--- config.mk ---
export PLATFORM = sky130hd
export DESIGN_NAME = radio_core_sleep_wake_timer
export DESIGN_NICKNAME = d
export VERILOG_FILES = /design/src/core/sleep_timer_pkg.sv /design/src/core/level_sync.sv /design/src/core/lp_tick_gen.sv /design/src/core/radio_core_sleep_wake_timer.sv
export SDC_FILE = /design/constraint.sdc
export NUM_CORES = 1
export LEC_CHECK = 0
export ABC_AREA = 1
export BUFFER_PORTS_ARGS = -buffer_cell sky130_fd_sc_hd__buf_2
export CAP_MARGIN = 20
export CORE_MARGIN = 3
export CORE_UTILIZATION = 65
export CTS_BUF_LIST = sky130_fd_sc_hd__clkbuf_8 sky130_fd_sc_hd__clkbuf_16
export DETAILED_ROUTE_END_ITERATION = 8
export PLACE_DENSITY = 0.86
export SYNTH_ARGS = -nofsm -noshare
export SYNTH_HDL_FRONTEND = slang
export SYNTH_HIERARCHICAL = 1
export SYNTH_SLANG_ARGS = --single-unit
export TNS_END_PERCENT = 5
--- constraint.sdc ---
create_clock -name clock_in -period 15 [get_ports clock_in]
set_input_delay 3 -clock clock_in [delete_from_list [all_inputs] [get_ports clock_in]]
set_output_delay 3 -clock clock_in [all_outputs]
set_load 0.01 [all_outputs]
--- src/core/sleep_timer_pkg.sv ---
// Shared constants and types for the radio core sleep and wake timer
package sleep_timer_pkg;
  // ==========================================================
  // Timing
  localparam int unsigned CLOCK_HZ = 250000000;
  localparam int unsigned LP_CLOCK_HZ = 32768;
  localparam int unsigned LP_DIV_CYCLES = CLOCK_HZ / LP_CLOCK_HZ;
  localparam int unsigned LP_DIV_W = 16;
  // ==========================================================
  // Register offsets
  localparam logic [7:0] OFS_DS_CTRL = 8'h30;
  localparam logic [7:0] OFS_DURATION = 8'h34;
  localparam logic [7:0] OFS_ACTUAL = 8'h38;
  localparam logic [7:0] OFS_TIMING = 8'h3c;
  localparam logic [7:0] OFS_GP_CTRL = 8'h80;
  // ==========================================================
  // Field positions
  localparam int unsigned DS_ON_BIT = 0;
  localparam int unsigned EXT_DIS_BIT = 1;
  localparam int unsigned LEAD_W = 10;
  localparam int unsigned TIM_SET_LSB = 0;
  localparam int unsigned TIM_RESET_LSB = 10;
  localparam int unsigned TIM_EXT_LSB = 20;
  localparam int unsigned MAP_W = 5;
  localparam int unsigned GP_MAP_LSB = 0;
  localparam int unsigned GP_WAKE_BIT = 8;
  localparam int unsigned GP_ACK_BIT = 9;
  localparam int unsigned GP_ERR_BIT = 10;
  localparam int unsigned GP_PDN_BIT = 11;
  // ==========================================================
  // Reset values
  localparam logic [31:0] DURATION_RESET = 32'h0000_0000;
  localparam logic [31:0] TIMING_RESET = 32'h0020_0420;
  localparam logic [4:0] MAP_RESET = 5'h00;
  // ==========================================================
  // Exchange memory layout
  localparam int unsigned XMEM_ADDR_W = 17;
  localparam logic [4:0] XMEM_CASES = 5'h18;
  // ==========================================================
  // Types
  typedef struct packed {
    logic write;
    logic read;
    logic [7:0] addr;
    logic [31:0] wdata;
  } reg_req_t;
  typedef enum logic [1:0] {
    ST_ACTIVE,
    ST_SLEEP,
    ST_WAIT_UP
  } sleep_state_t;
endpackage

--- src/core/level_sync.sv ---
// Two-flop synchroniser for asynchronous level inputs
`timescale 1ns/1ps
module level_sync #(
  parameter int unsigned W = 2
) (
  input wire logic clock_in,
  input wire logic reset_in,
  input wire logic [W-1:0] async_in,
  output logic [W-1:0] sync_out
);
  logic [W-1:0] meta_reg;
  logic [W-1:0] sync_reg;

  always_ff @(posedge clock_in or posedge reset_in)
  begin
    if (reset_in)
    begin
      meta_reg <= '0;
      sync_reg <= '0;
    end
    else
    begin
      meta_reg <= async_in;
      sync_reg <= meta_reg;
    end
  end

  assign sync_out = sync_reg;
endmodule // level_sync

--- src/core/lp_tick_gen.sv ---
// Low-power tick divider: one-cycle enable per low-power clock period
`timescale 1ns/1ps
module lp_tick_gen #(
  parameter int unsigned DIV = sleep_timer_pkg::LP_DIV_CYCLES
) (
  input wire logic clock_in,
  input wire logic reset_in,
  output logic tick_out
);
  localparam int unsigned CW = sleep_timer_pkg::LP_DIV_W;
  logic [sleep_timer_pkg::LP_DIV_W-1:0] count_reg;
  logic [sleep_timer_pkg::LP_DIV_W-1:0] count_next;
  logic tick_reg;
  logic tick_next;

  always_comb
  begin
    tick_next = (count_reg == CW'(DIV - 1));
    count_next = tick_next ? '0 : count_reg + 1'b1;
  end

  always_ff @(posedge clock_in or posedge reset_in)
  begin
    if (reset_in)
    begin
      count_reg <= '0;
      tick_reg <= 1'b0;
    end
    else
    begin
      count_reg <= count_next;
      tick_reg <= tick_next;
    end
  end

  assign tick_out = tick_reg;
endmodule // lp_tick_gen

--- src/core/radio_core_sleep_wake_timer.sv ---
// Radio core deep-sleep timer, wake interrupts and exchange memory bound check
// Notes on behaviour
// - Page layout field picks one of 24 exchange memory maps in 2 kB pages
// - Core access beyond the selected map sets the access error status
// - Writing one to the acknowledge bit clears the access error status
// - Core error interrupt is access error OR general error status
// - Exit always gives early wake interrupt first, then sleep exit interrupt
// - Early wake rises the assert lead in low-power cycles before expiry
// - Too small an assert lead still wakes, but actual sleep runs longer
// - Early wake falls the deassert lead in cycles before the period ends
// - On wake request early wake stays high until the deassert lead before the external high time ends
// - Setting the wake request raises early wake at once, forcing wake-up
// - In deep sleep the time base runs on the low-power clock
// - After expiry the timer waits in deep sleep until the core is powered
// - Expired, clocked and powered: leave deep sleep, pulse sleep exit
// - Deep sleep entry is refused while the wake request is held
// - The external wake disable bit makes the wake request ignored in deep sleep; a held request still refuses entry
// - Duration register holds the sleep time in low-power cycles
`timescale 1ns/1ps
module radio_core_sleep_wake_timer #(
  parameter int unsigned LP_DIV = sleep_timer_pkg::LP_DIV_CYCLES
) (
  input wire logic clock_in,
  input wire logic reset_in,
  input wire sleep_timer_pkg::reg_req_t reg_req_in,
  output logic [31:0] reg_rdata_out,
  input wire logic xmem_access_valid_in,
  input wire logic [sleep_timer_pkg::XMEM_ADDR_W-1:0] xmem_addr_in,
  input wire logic core_error_int_status_in,
  input wire logic radio_domain_up_in,
  input wire logic core_clocks_enabled_in,
  output logic [4:0] xmem_page_layout_out,
  output logic core_error_irq_out,
  output logic early_wake_interrupt_out,
  output logic sleep_exit_interrupt_out,
  output logic radio_powerdown_allowed_out,
  output logic low_power_clock_select_out
);
  // ==========================================================
  // Decode
  function automatic logic [sleep_timer_pkg::XMEM_ADDR_W-1:0] xmem_limit(input logic [4:0] layout);
    // Unknown layouts map nothing, so every access flags
    if (layout < sleep_timer_pkg::XMEM_CASES)
      xmem_limit = {1'b0, 5'(layout + 5'h01), 11'h000};
    else
      xmem_limit = '0;
  endfunction

  logic lp_tick;
  logic [1:0] pwr_sync;
  logic powered;

  lp_tick_gen #(
    .DIV(LP_DIV)
  ) u_tick (
    .clock_in(clock_in),
    .reset_in(reset_in),
    .tick_out(lp_tick)
  );

  level_sync #(
    .W(2)
  ) u_sync (
    .clock_in(clock_in),
    .reset_in(reset_in),
    .async_in({radio_domain_up_in, core_clocks_enabled_in}),
    .sync_out(pwr_sync)
  );

  assign powered = &pwr_sync;

  // ==========================================================
  // State
  sleep_timer_pkg::sleep_state_t state_reg, state_next;
  logic [31:0] duration_reg, duration_next;
  logic [31:0] timing_reg, timing_next;
  logic [31:0] elapsed_reg, elapsed_next;
  logic [31:0] actual_reg, actual_next;
  logic [31:0] rdata_reg, rdata_next;
  logic [4:0] map_reg, map_next;
  logic [9:0] ext_cnt_reg, ext_cnt_next;
  logic ds_on_reg, ds_on_next;
  logic ext_dis_reg, ext_dis_next;
  logic wake_req_reg, wake_req_next;
  logic err_reg, err_next;
  logic ext_active_reg, ext_active_next;
  logic early_reg, early_next;
  logic early_seen_reg, early_seen_next;
  logic exit_reg, exit_next;
  logic pdn_reg, pdn_next;

  logic [9:0] set_lead;
  logic [9:0] reset_lead;
  logic [9:0] ext_high;
  logic [31:0] remaining;
  logic wr_gp;
  logic wr_ds;
  logic fault;
  logic wake_fire;
  logic timed_early;

  always_comb
  begin
    set_lead = timing_reg[sleep_timer_pkg::TIM_SET_LSB +: sleep_timer_pkg::LEAD_W];
    reset_lead = timing_reg[sleep_timer_pkg::TIM_RESET_LSB +: sleep_timer_pkg::LEAD_W];
    ext_high = timing_reg[sleep_timer_pkg::TIM_EXT_LSB +: sleep_timer_pkg::LEAD_W];
    remaining = duration_reg - elapsed_reg;
    wr_gp = reg_req_in.write && (reg_req_in.addr == sleep_timer_pkg::OFS_GP_CTRL);
    wr_ds = reg_req_in.write && (reg_req_in.addr == sleep_timer_pkg::OFS_DS_CTRL);
    fault = xmem_access_valid_in && (xmem_addr_in >= xmem_limit(map_reg));
    wake_fire = (state_reg == sleep_timer_pkg::ST_SLEEP) && wake_req_reg && !ext_dis_reg
      && !ext_active_reg;

    state_next = state_reg;
    duration_next = duration_reg;
    timing_next = timing_reg;
    elapsed_next = elapsed_reg;
    actual_next = actual_reg;
    map_next = map_reg;
    ext_cnt_next = ext_cnt_reg;
    ds_on_next = ds_on_reg;
    ext_dis_next = ext_dis_reg;
    wake_req_next = wake_req_reg;
    ext_active_next = ext_active_reg;
    early_seen_next = early_seen_reg;
    exit_next = 1'b0;
    rdata_next = rdata_reg;

    // Set wins over a simultaneous acknowledge
    err_next = fault || (err_reg && !(wr_gp && reg_req_in.wdata[sleep_timer_pkg::GP_ACK_BIT]));

    if (reg_req_in.write)
    begin
      case (reg_req_in.addr)
        sleep_timer_pkg::OFS_GP_CTRL:
        begin
          map_next = reg_req_in.wdata[sleep_timer_pkg::GP_MAP_LSB +: sleep_timer_pkg::MAP_W];
          wake_req_next = reg_req_in.wdata[sleep_timer_pkg::GP_WAKE_BIT];
        end
        sleep_timer_pkg::OFS_DURATION: duration_next = reg_req_in.wdata;
        sleep_timer_pkg::OFS_TIMING: timing_next = reg_req_in.wdata;
        default:
        begin
        end
      endcase
    end

    if (wr_ds)
    begin
      ext_dis_next = reg_req_in.wdata[sleep_timer_pkg::EXT_DIS_BIT];
      if (!wake_req_reg && (state_reg == sleep_timer_pkg::ST_ACTIVE))
        ds_on_next = reg_req_in.wdata[sleep_timer_pkg::DS_ON_BIT];
    end

    case (state_reg)
      sleep_timer_pkg::ST_ACTIVE:
      begin
        if (ds_on_reg && !wake_req_reg)
        begin
          state_next = sleep_timer_pkg::ST_SLEEP;
          elapsed_next = '0;
          ext_active_next = 1'b0;
          early_seen_next = 1'b0;
        end
      end
      sleep_timer_pkg::ST_SLEEP:
      begin
        if (wake_fire)
        begin
          ext_active_next = 1'b1;
          ext_cnt_next = ext_high;
        end
        if (lp_tick)
        begin
          elapsed_next = 32'(elapsed_reg + 32'h1);
          if (ext_active_reg)
          begin
            ext_cnt_next = 10'(ext_cnt_reg - 10'h001);
            if (ext_cnt_reg <= 10'h001)
              state_next = sleep_timer_pkg::ST_WAIT_UP;
          end
          else if (remaining <= 32'h1)
            state_next = sleep_timer_pkg::ST_WAIT_UP;
        end
      end
      sleep_timer_pkg::ST_WAIT_UP:
      begin
        // Keeps counting so the recorded time shows any late power-up
        if (lp_tick)
          elapsed_next = 32'(elapsed_reg + 32'h1);
        if (powered && early_seen_reg && !early_reg)
        begin
          state_next = sleep_timer_pkg::ST_ACTIVE;
          exit_next = 1'b1;
          actual_next = elapsed_reg;
          ds_on_next = 1'b0;
          ext_active_next = 1'b0;
        end
      end
      default: state_next = sleep_timer_pkg::ST_ACTIVE;
    endcase

    timed_early = (state_reg == sleep_timer_pkg::ST_SLEEP) && !ext_active_reg
      && (remaining <= {22'h0, set_lead})
      && (remaining > {22'h0, reset_lead});
    // A missed lead still yields one early pulse before the exit
    early_next = timed_early || wake_fire
      || (ext_active_reg && (state_reg == sleep_timer_pkg::ST_SLEEP) && (ext_cnt_reg > reset_lead))
      || ((state_reg == sleep_timer_pkg::ST_WAIT_UP) && !early_seen_reg);
    if (early_next)
      early_seen_next = 1'b1;

    pdn_next = (state_next != sleep_timer_pkg::ST_ACTIVE);

    if (reg_req_in.read)
    begin
      case (reg_req_in.addr)
        sleep_timer_pkg::OFS_DS_CTRL: rdata_next = {30'h0, ext_dis_reg, ds_on_reg};
        sleep_timer_pkg::OFS_DURATION: rdata_next = duration_reg;
        sleep_timer_pkg::OFS_ACTUAL: rdata_next = actual_reg;
        sleep_timer_pkg::OFS_TIMING: rdata_next = timing_reg;
        sleep_timer_pkg::OFS_GP_CTRL: rdata_next = {20'h0, pdn_reg, err_reg, 1'b0, wake_req_reg, 3'h0, map_reg};
        default: rdata_next = 32'h0000_0000;
      endcase
    end
  end

  always_ff @(posedge clock_in or posedge reset_in)
  begin
    if (reset_in)
    begin
      state_reg <= sleep_timer_pkg::ST_ACTIVE;
      duration_reg <= sleep_timer_pkg::DURATION_RESET;
      timing_reg <= sleep_timer_pkg::TIMING_RESET;
      elapsed_reg <= '0;
      actual_reg <= '0;
      rdata_reg <= '0;
      map_reg <= sleep_timer_pkg::MAP_RESET;
      ext_cnt_reg <= '0;
      ds_on_reg <= 1'b0;
      ext_dis_reg <= 1'b0;
      wake_req_reg <= 1'b0;
      err_reg <= 1'b0;
      ext_active_reg <= 1'b0;
      early_reg <= 1'b0;
      early_seen_reg <= 1'b0;
      exit_reg <= 1'b0;
      pdn_reg <= 1'b0;
    end
    else
    begin
      state_reg <= state_next;
      duration_reg <= duration_next;
      timing_reg <= timing_next;
      elapsed_reg <= elapsed_next;
      actual_reg <= actual_next;
      rdata_reg <= rdata_next;
      map_reg <= map_next;
      ext_cnt_reg <= ext_cnt_next;
      ds_on_reg <= ds_on_next;
      ext_dis_reg <= ext_dis_next;
      wake_req_reg <= wake_req_next;
      err_reg <= err_next;
      ext_active_reg <= ext_active_next;
      early_reg <= early_next;
      early_seen_reg <= early_seen_next;
      exit_reg <= exit_next;
      pdn_reg <= pdn_next;
    end
  end

  assign reg_rdata_out = rdata_reg;
  assign xmem_page_layout_out = map_reg;
  assign core_error_irq_out = err_reg || core_error_int_status_in;
  assign early_wake_interrupt_out = early_reg;
  assign sleep_exit_interrupt_out = exit_reg;
  assign radio_powerdown_allowed_out = pdn_reg;
  assign low_power_clock_select_out = pdn_reg;
endmodule // radio_core_sleep_wake_timer

==> qor.yml, run 1 <==
internal_power_mw: 1.105
ctsResizeCount: 0
fin_cells: 2217
critPathMaxStageDelay_ns: 0.27
tns_ns: 0
synth_cell_types: 53
wl_per_cell_um: 16.54
p_per_area_nw_per_um2: 115.7
numCtsBuffers: 23
postRouteWirelength_mm: 36.67
cts_hold_buf: 0
seqPwrFrac_pct: 35.5
area.growth.synth_to_final_pct: 12.06
critPathKind: "input pin to output pin"
tightest_slew_ns: 0.9545
cts.sinks: 207
yosysTopAreaCell: "dfrtp_1"
synth_top_area_share_pct: 38.99
start_kind: "input pin"
overflow: 0
syn-cell-area_sq_um: 13090
viasPerCell: 5.694
root_buffer: "clkbuf_16"
min_from: "u_sync/meta_reg[1]$_DFF_PP0_"
port_buffers: 106
dp_cells: 2175
layout_common_cells: "nand2_1, inv_1, dfrtp_1"
dp_slack_ns: 8.490
die-width_um: 147.9
status: "finished clean"
setup-violations-final: 0
relSlewSlack_pct: 36.37
finalMaxSlewViolations: 0
path_cells: "buf_2 -> or2_2 -> buf_2"
finClkSkew_ns: 0.01680
die_area_sq_um: 21880
drive_gt1_share_pct: 10.19
clk_pin_slew_ns: 0.06
vias: 12623
synth_edf_count: 0
cp-startpoint: "core_error_int_status_in"
grt_max_degree: 109
fin_crit_ns: 6.507
synth_nets: 1978
row_count: 51
hold_viol_final: 0
crit_top_cell: "buf_2"
hold_path_class: "flip-flop to flip-flop"
multi_input_area_sq_um: 6586
final.setup.worst_slack_ns: 8.493
worstPathMaxFanout: 1
antenna_found_initial: 0
coreArea_sq_um: 19650
power_switching_mw: 0.5924
post_cts_buffers: 0
firstDrtPassIters: 5
cts_tree: "built"
gp_congestion: 0.9789
reg2reg_from: "state_reg[1]$_DFF_PP0_"
start_util_pct: 66.62
cts_buffer_depth: 3
timing.fmax_mhz: 153.7
synth_seq_cells: 207
layout.nets: 2077
final_common_cell: "nand2_1"
swShare_pct: 34.91
clock_latency_ns: 0.54
die_y_um: 147.9
grt_pass1_vias: 12082
ir_drop_mv: 0.09927
fin_crit_sh_pct: 43.38
cpLargestDelayFamily: "simple AND/OR/NAND/NOR gates"
post-dp-hpwl_mm: 27.30
synth.yosys.seq_area_share_pct: 39.59
combPwrFrac_pct: 29.8
cp.required_ns: 12.00
diodes: 0
slowest_stage: "or2_2"
synth.area.top_cells: "dfrtp_1, nand2_1, inv_1, ha_1, o21ai_0"
nFillCells: 1562
seq_area_sq_um: 5184
crit_buf_inv: 2
async_flop_share_pct: 100.0
htree_num_levels: 1
rsz0062_at_grt: "false"
arrival_ns: 3.51
critPathCaptureType: "output pin"
ant_nets: 0
drc: 0
grt_pass1_wl_mm: 59.81
ys_warn_count: 6
p_leak_nw: 7.801
netlist_instances: 1836
p_clk_share_pct: 34.8
finalPower_mw: 1.697
synth_ff_type: "dfrtp_1"
io_pins: 107
grt_use_total_pct: 33.73
syn_avg_cell_area_sq_um: 7.132
drt_iter0_drc: 1203
maxCapViolCount: 0
==> path summary, 6_finish.rpt <==
kind	to	slack [ns]	depth (start not counted)
worst max register to register	ext_cnt_reg[6]$_DFFE_PP0P_	11.79	10
worst min-delay path	u_sync/sync_out[1]$_DFF_PP0_	0.35	0
min in group asynchronous	u_sync/sync_out[1]$_DFF_PP0_	2.43	2
worst max-delay path	core_error_irq_out	8.49	3
max in group asynchronous	duration_reg[16]$_DFFE_PP0P_	10.85	3
worst min register to register	u_sync/sync_out[1]$_DFF_PP0_	0.35	0
==> worst register-to-register path, stage by stage (launching register included) <==
cell,delay [ns]
dfrtp_1,0.40
inv_1,0.12
ha_1,0.50
inv_2,0.20
nor4_4,0.52
inv_2,0.20
a21oi_1,0.50
inv_1,0.14
nor2_1,0.20
o21ai_0,0.12
a22o_1,0.20
==> metrics by stage <==
stage	utilization (%)	hold WS, ns	instance area, sq um
floorplan	-	0.3312	13090
global placement	70.59	0.3372	13870
detailed placement	70.59	0.3379	13870
CTS	74.66	0.3566	14670
global route	74.66	0.3633	14670
finish	74.66	0.3546	14670
==> synth_stat cells, drive strengths merged (20+ instances only) <==
cell / count
nand3: 73
nor2: 173
a21oi: 63
dfrtp: 204
a221oi: 22
nor3: 31
nand4: 20
nand2: 567
ha: 76
inv: 310
clkbuf: 38
o21ai: 166
==> power groups by stage <==
stage	sequential (mW)	combinational [mW]	clock (mW)
2_1_floorplan	0.603	0.372	0
5_1_grt	0.603	0.573	0.615
4_1_cts	0.600	0.494	0.596
6_report	0.602	0.506	0.590
3_5_place_dp	0.610	0.488	0
3_3_place_gp	0.609	0.469	0
==> cell type report <==
class | count | share of cell area [%]
clock buffer | 31 | 4.673
clock inverter | 11 | 0.7675
inverter | 313 | 8.058
multi-input combinational | 1276 | 44.89
sequential | 207 | 35.33
tap | 265 | 2.260
timing repair buffer | 114 | 4.025
==> cells by family (layout without fill, tap and decap cells) <==
group           after synthesis  in the layout  share of synthesized area (%)
compound gates              295            295                          12.83
flops                       207            207                          39.59
buf+inv                     353            469                          10.15
fa+ha+maj                    77             77                          7.415
xor+xnor                     16             16                          1.070
simple gates                888            888                          28.94
==> layer usage <==
metal	global-route usage [%]	wire (um)	vias up
met5	0	0	-
met4	11.36	1206	0
met3	6.101	3351	99
met2	53.91	16570	590
met1	46.98	15550	5874
li1	-	-	6060
Note: power is estimated with default switching activity, not from simulation.
==> run 2, diff against run 1 <==
CORE_UTILIZATION = 61   (was 65)
PLACE_DENSITY = 0.81   (was 0.86)
clock period = 6.4 ns   (was 15 ns; I/O delays follow)
==> run 2 against run 1 <==
Combinational power is 130% higher. Critical endpoint is now low_power_clock_select_out$_DFF_PP0_. Flip-flop and latch count stayed put. Largest power group is now clock. Critical path type is now flip-flop to flip-flop. Worst hold slack better by 0.0026 ns. Clock skew is 0.0043 ns lower.
==> qor.yml, run 2 (synthesized netlist as in run 1, its figures left out) <==
status: "finished clean"
layout.nets: 2076
die_area_sq_um: 23260
hold_path_class: "flip-flop to flip-flop"
p_per_area_nw_per_um2: 278.0
wl_per_cell_um: 16.66
rrSetupSlack_ns: 3.17
layout_common_cells: "nand2_1, inv_1, dfrtp_1"
drc: 0
nFillCells: 1749
final.setup.worst_slack_ns: 3.173
grt_pass1_vias: 11916
start_util_pct: 63.29
cts_tree: "built"
ant_nets: 0
final_common_cell: "nand2_1"
firstDrtPassIters: 6
antenna_found_initial: 2
grt_use_total_pct: 31.39
post_cts_buffers: 0
vias: 12447
finalMaxSlewViolations: 0
area.growth.synth_to_final_pct: 12.68
dp_slack_ns: 2.924
critPathKind: "flip-flop to flip-flop"
grt_max_degree: 139
cp-startpoint: "elapsed_reg[25]$_DFFE_PP0P_"
timing.rr.end: "low_power_clock_select_out$_DFF_PP0_"
fin_crit_ns: 3.227
ctsResizeCount: 0
gp_congestion: 0.9756
tns_ns: 0
numCtsBuffers: 24
holdPathEnd: "u_sync/sync_out[0]$_DFF_PP0_"
start_kind: "flip-flop"
maxCapViolCount: 0
rr_worst_depth: 19
worstPathMaxFanout: 5
io_pins: 107
postRouteWirelength_mm: 37.03
ir_drop_mv: 0.2080
die-width_um: 152.5
hold_viol_final: 0
overflow: 0
drive_gt1_share_pct: 10.55
rsz0062_at_grt: "false"
htree_num_levels: 1
cp.required_ns: 6.81
viasPerCell: 5.602
relSlewSlack_pct: 30.63
diodes: 0
port_buffers: 106
tightest_slew_ns: 1.037
cts_buffer_depth: 3
min_from: "u_sync/meta_reg[0]$_DFF_PP0_"
cts.sinks: 207
cts_hold_buf: 0
drt_iter0_drc: 1137
reg2reg_from: "elapsed_reg[25]$_DFFE_PP0P_"
row_count: 52
clk_pin_slew_ns: 0.06
coreArea_sq_um: 20690
clock_latency_ns: 0.53
setup-violations-final: 0
post-dp-hpwl_mm: 28.13
critPathCaptureType: "flip-flop"
timing.fmax_mhz: 309.9
p_leak_nw: 7.799
finClkSkew_ns: 0.01245
finalPower_mw: 4.102
hold-path-cell-count: 0
arrival_ns: 3.64
fin_crit_sh_pct: 50.43
grt_pass1_wl_mm: 59.97
die_y_um: 152.5
root_buffer: "clkbuf_16"
[run 2: cell types whose count changed in the layout (fill, tap and decap cells not counted), sizes merged]
cell | before | now
buf | 114 | 112
inv | 317 | 311
clkbuf | 31 | 28
bufinv | 2 | 5
clkinv | 5 | 8
clkinvlp | 0 | 5
[run 2: layer usage]
metal | vias up | GRT usage (%) | wire length [um] | part of all wire, %
met5 | - | 0 | 28 | 0.076
met2 | 501 | 49.75 | 16550 | 45
li1 | 6053 | - | - | -
met4 | 4 | 7.807 | 961 | 2.6
met3 | 70 | 7.015 | 3505 | 9.5
met1 | 5819 | 44.34 | 15980 | 43
[run 2: how the worst max path moves through the flow]
stage / end / slack (ns) / cells past startpoint
4_1_cts: early_seen_reg$_DFFE_PP0P_ / 3.26 / 19
6_report: low_power_clock_select_out$_DFF_PP0_ / 3.17 / 19
3_3_place_gp: duration_reg[31]$_DFFE_PP0P_ / 3.05 / 8
2_1_floorplan: actual_reg[0]$_DFFE_PP0P_ / 0.07 / 1
3_5_place_dp: duration_reg[26]$_DFFE_PP0P_ / 2.92 / 8
5_1_grt: low_power_clock_select_out$_DFF_PP0_ / 2.94 / 19
[run 2: power breakdown]
group / internal [mW] / total (mW) / switching (mW)
combinational: 0.402 / 1.18 / 0.778
clock: 0.937 / 1.51 / 0.574
sequential: 1.35 / 1.41 / 0.0575
[run 2: layout make-up]
type	instances	area (sq um)	area share (%)
Tap cell	270	337.8	2.290
Sequential cell	207	5184	35.13
Clock inverter	16	227.7	1.543
Inverter	313	1182	8.014
Timing Repair Buffer	112	575.6	3.901
Multi-Input combinational cell	1276	6591	44.67
Clock buffer	28	655.6	4.444
[run 2: critical path, stage by stage (launching register included)]
cell,delay (ns)
dfrtp_1,0.63
inv_1,0.18
ha_1,0.42
nand2_1,0.12
nor2_1,0.17
inv_1,0.08
nor3_1,0.16
nand2_1,0.10
nand3_1,0.09
nand2_1,0.06
nor2_1,0.11
nand2_1,0.08
nor2_1,0.30
nand3_1,0.21
nand2_1,0.10
nand2_1,0.07
nand2_1,0.08
nand2_1,0.04
nand2_1,0.07
nand2_1,0.06
[run 2: stage by stage]
| step | instances | hold slack [ns] | utilization [%] | area [sq um] |
|---|---|---|---|---|
| 2_1_floorplan | 1836 | 0.3312 | - | 13090 |
| 3_3_place_gp | 2178 | 0.3442 | 67.04 | 13870 |
| 3_5_place_dp | 2178 | 0.3433 | 67.04 | 13870 |
| 4_1_cts | 2222 | 0.3651 | 71.31 | 14750 |
| 5_1_grt | 2222 | 0.3691 | 71.31 | 14750 |
| 6_report | 2222 | 0.3572 | 71.31 | 14750 |
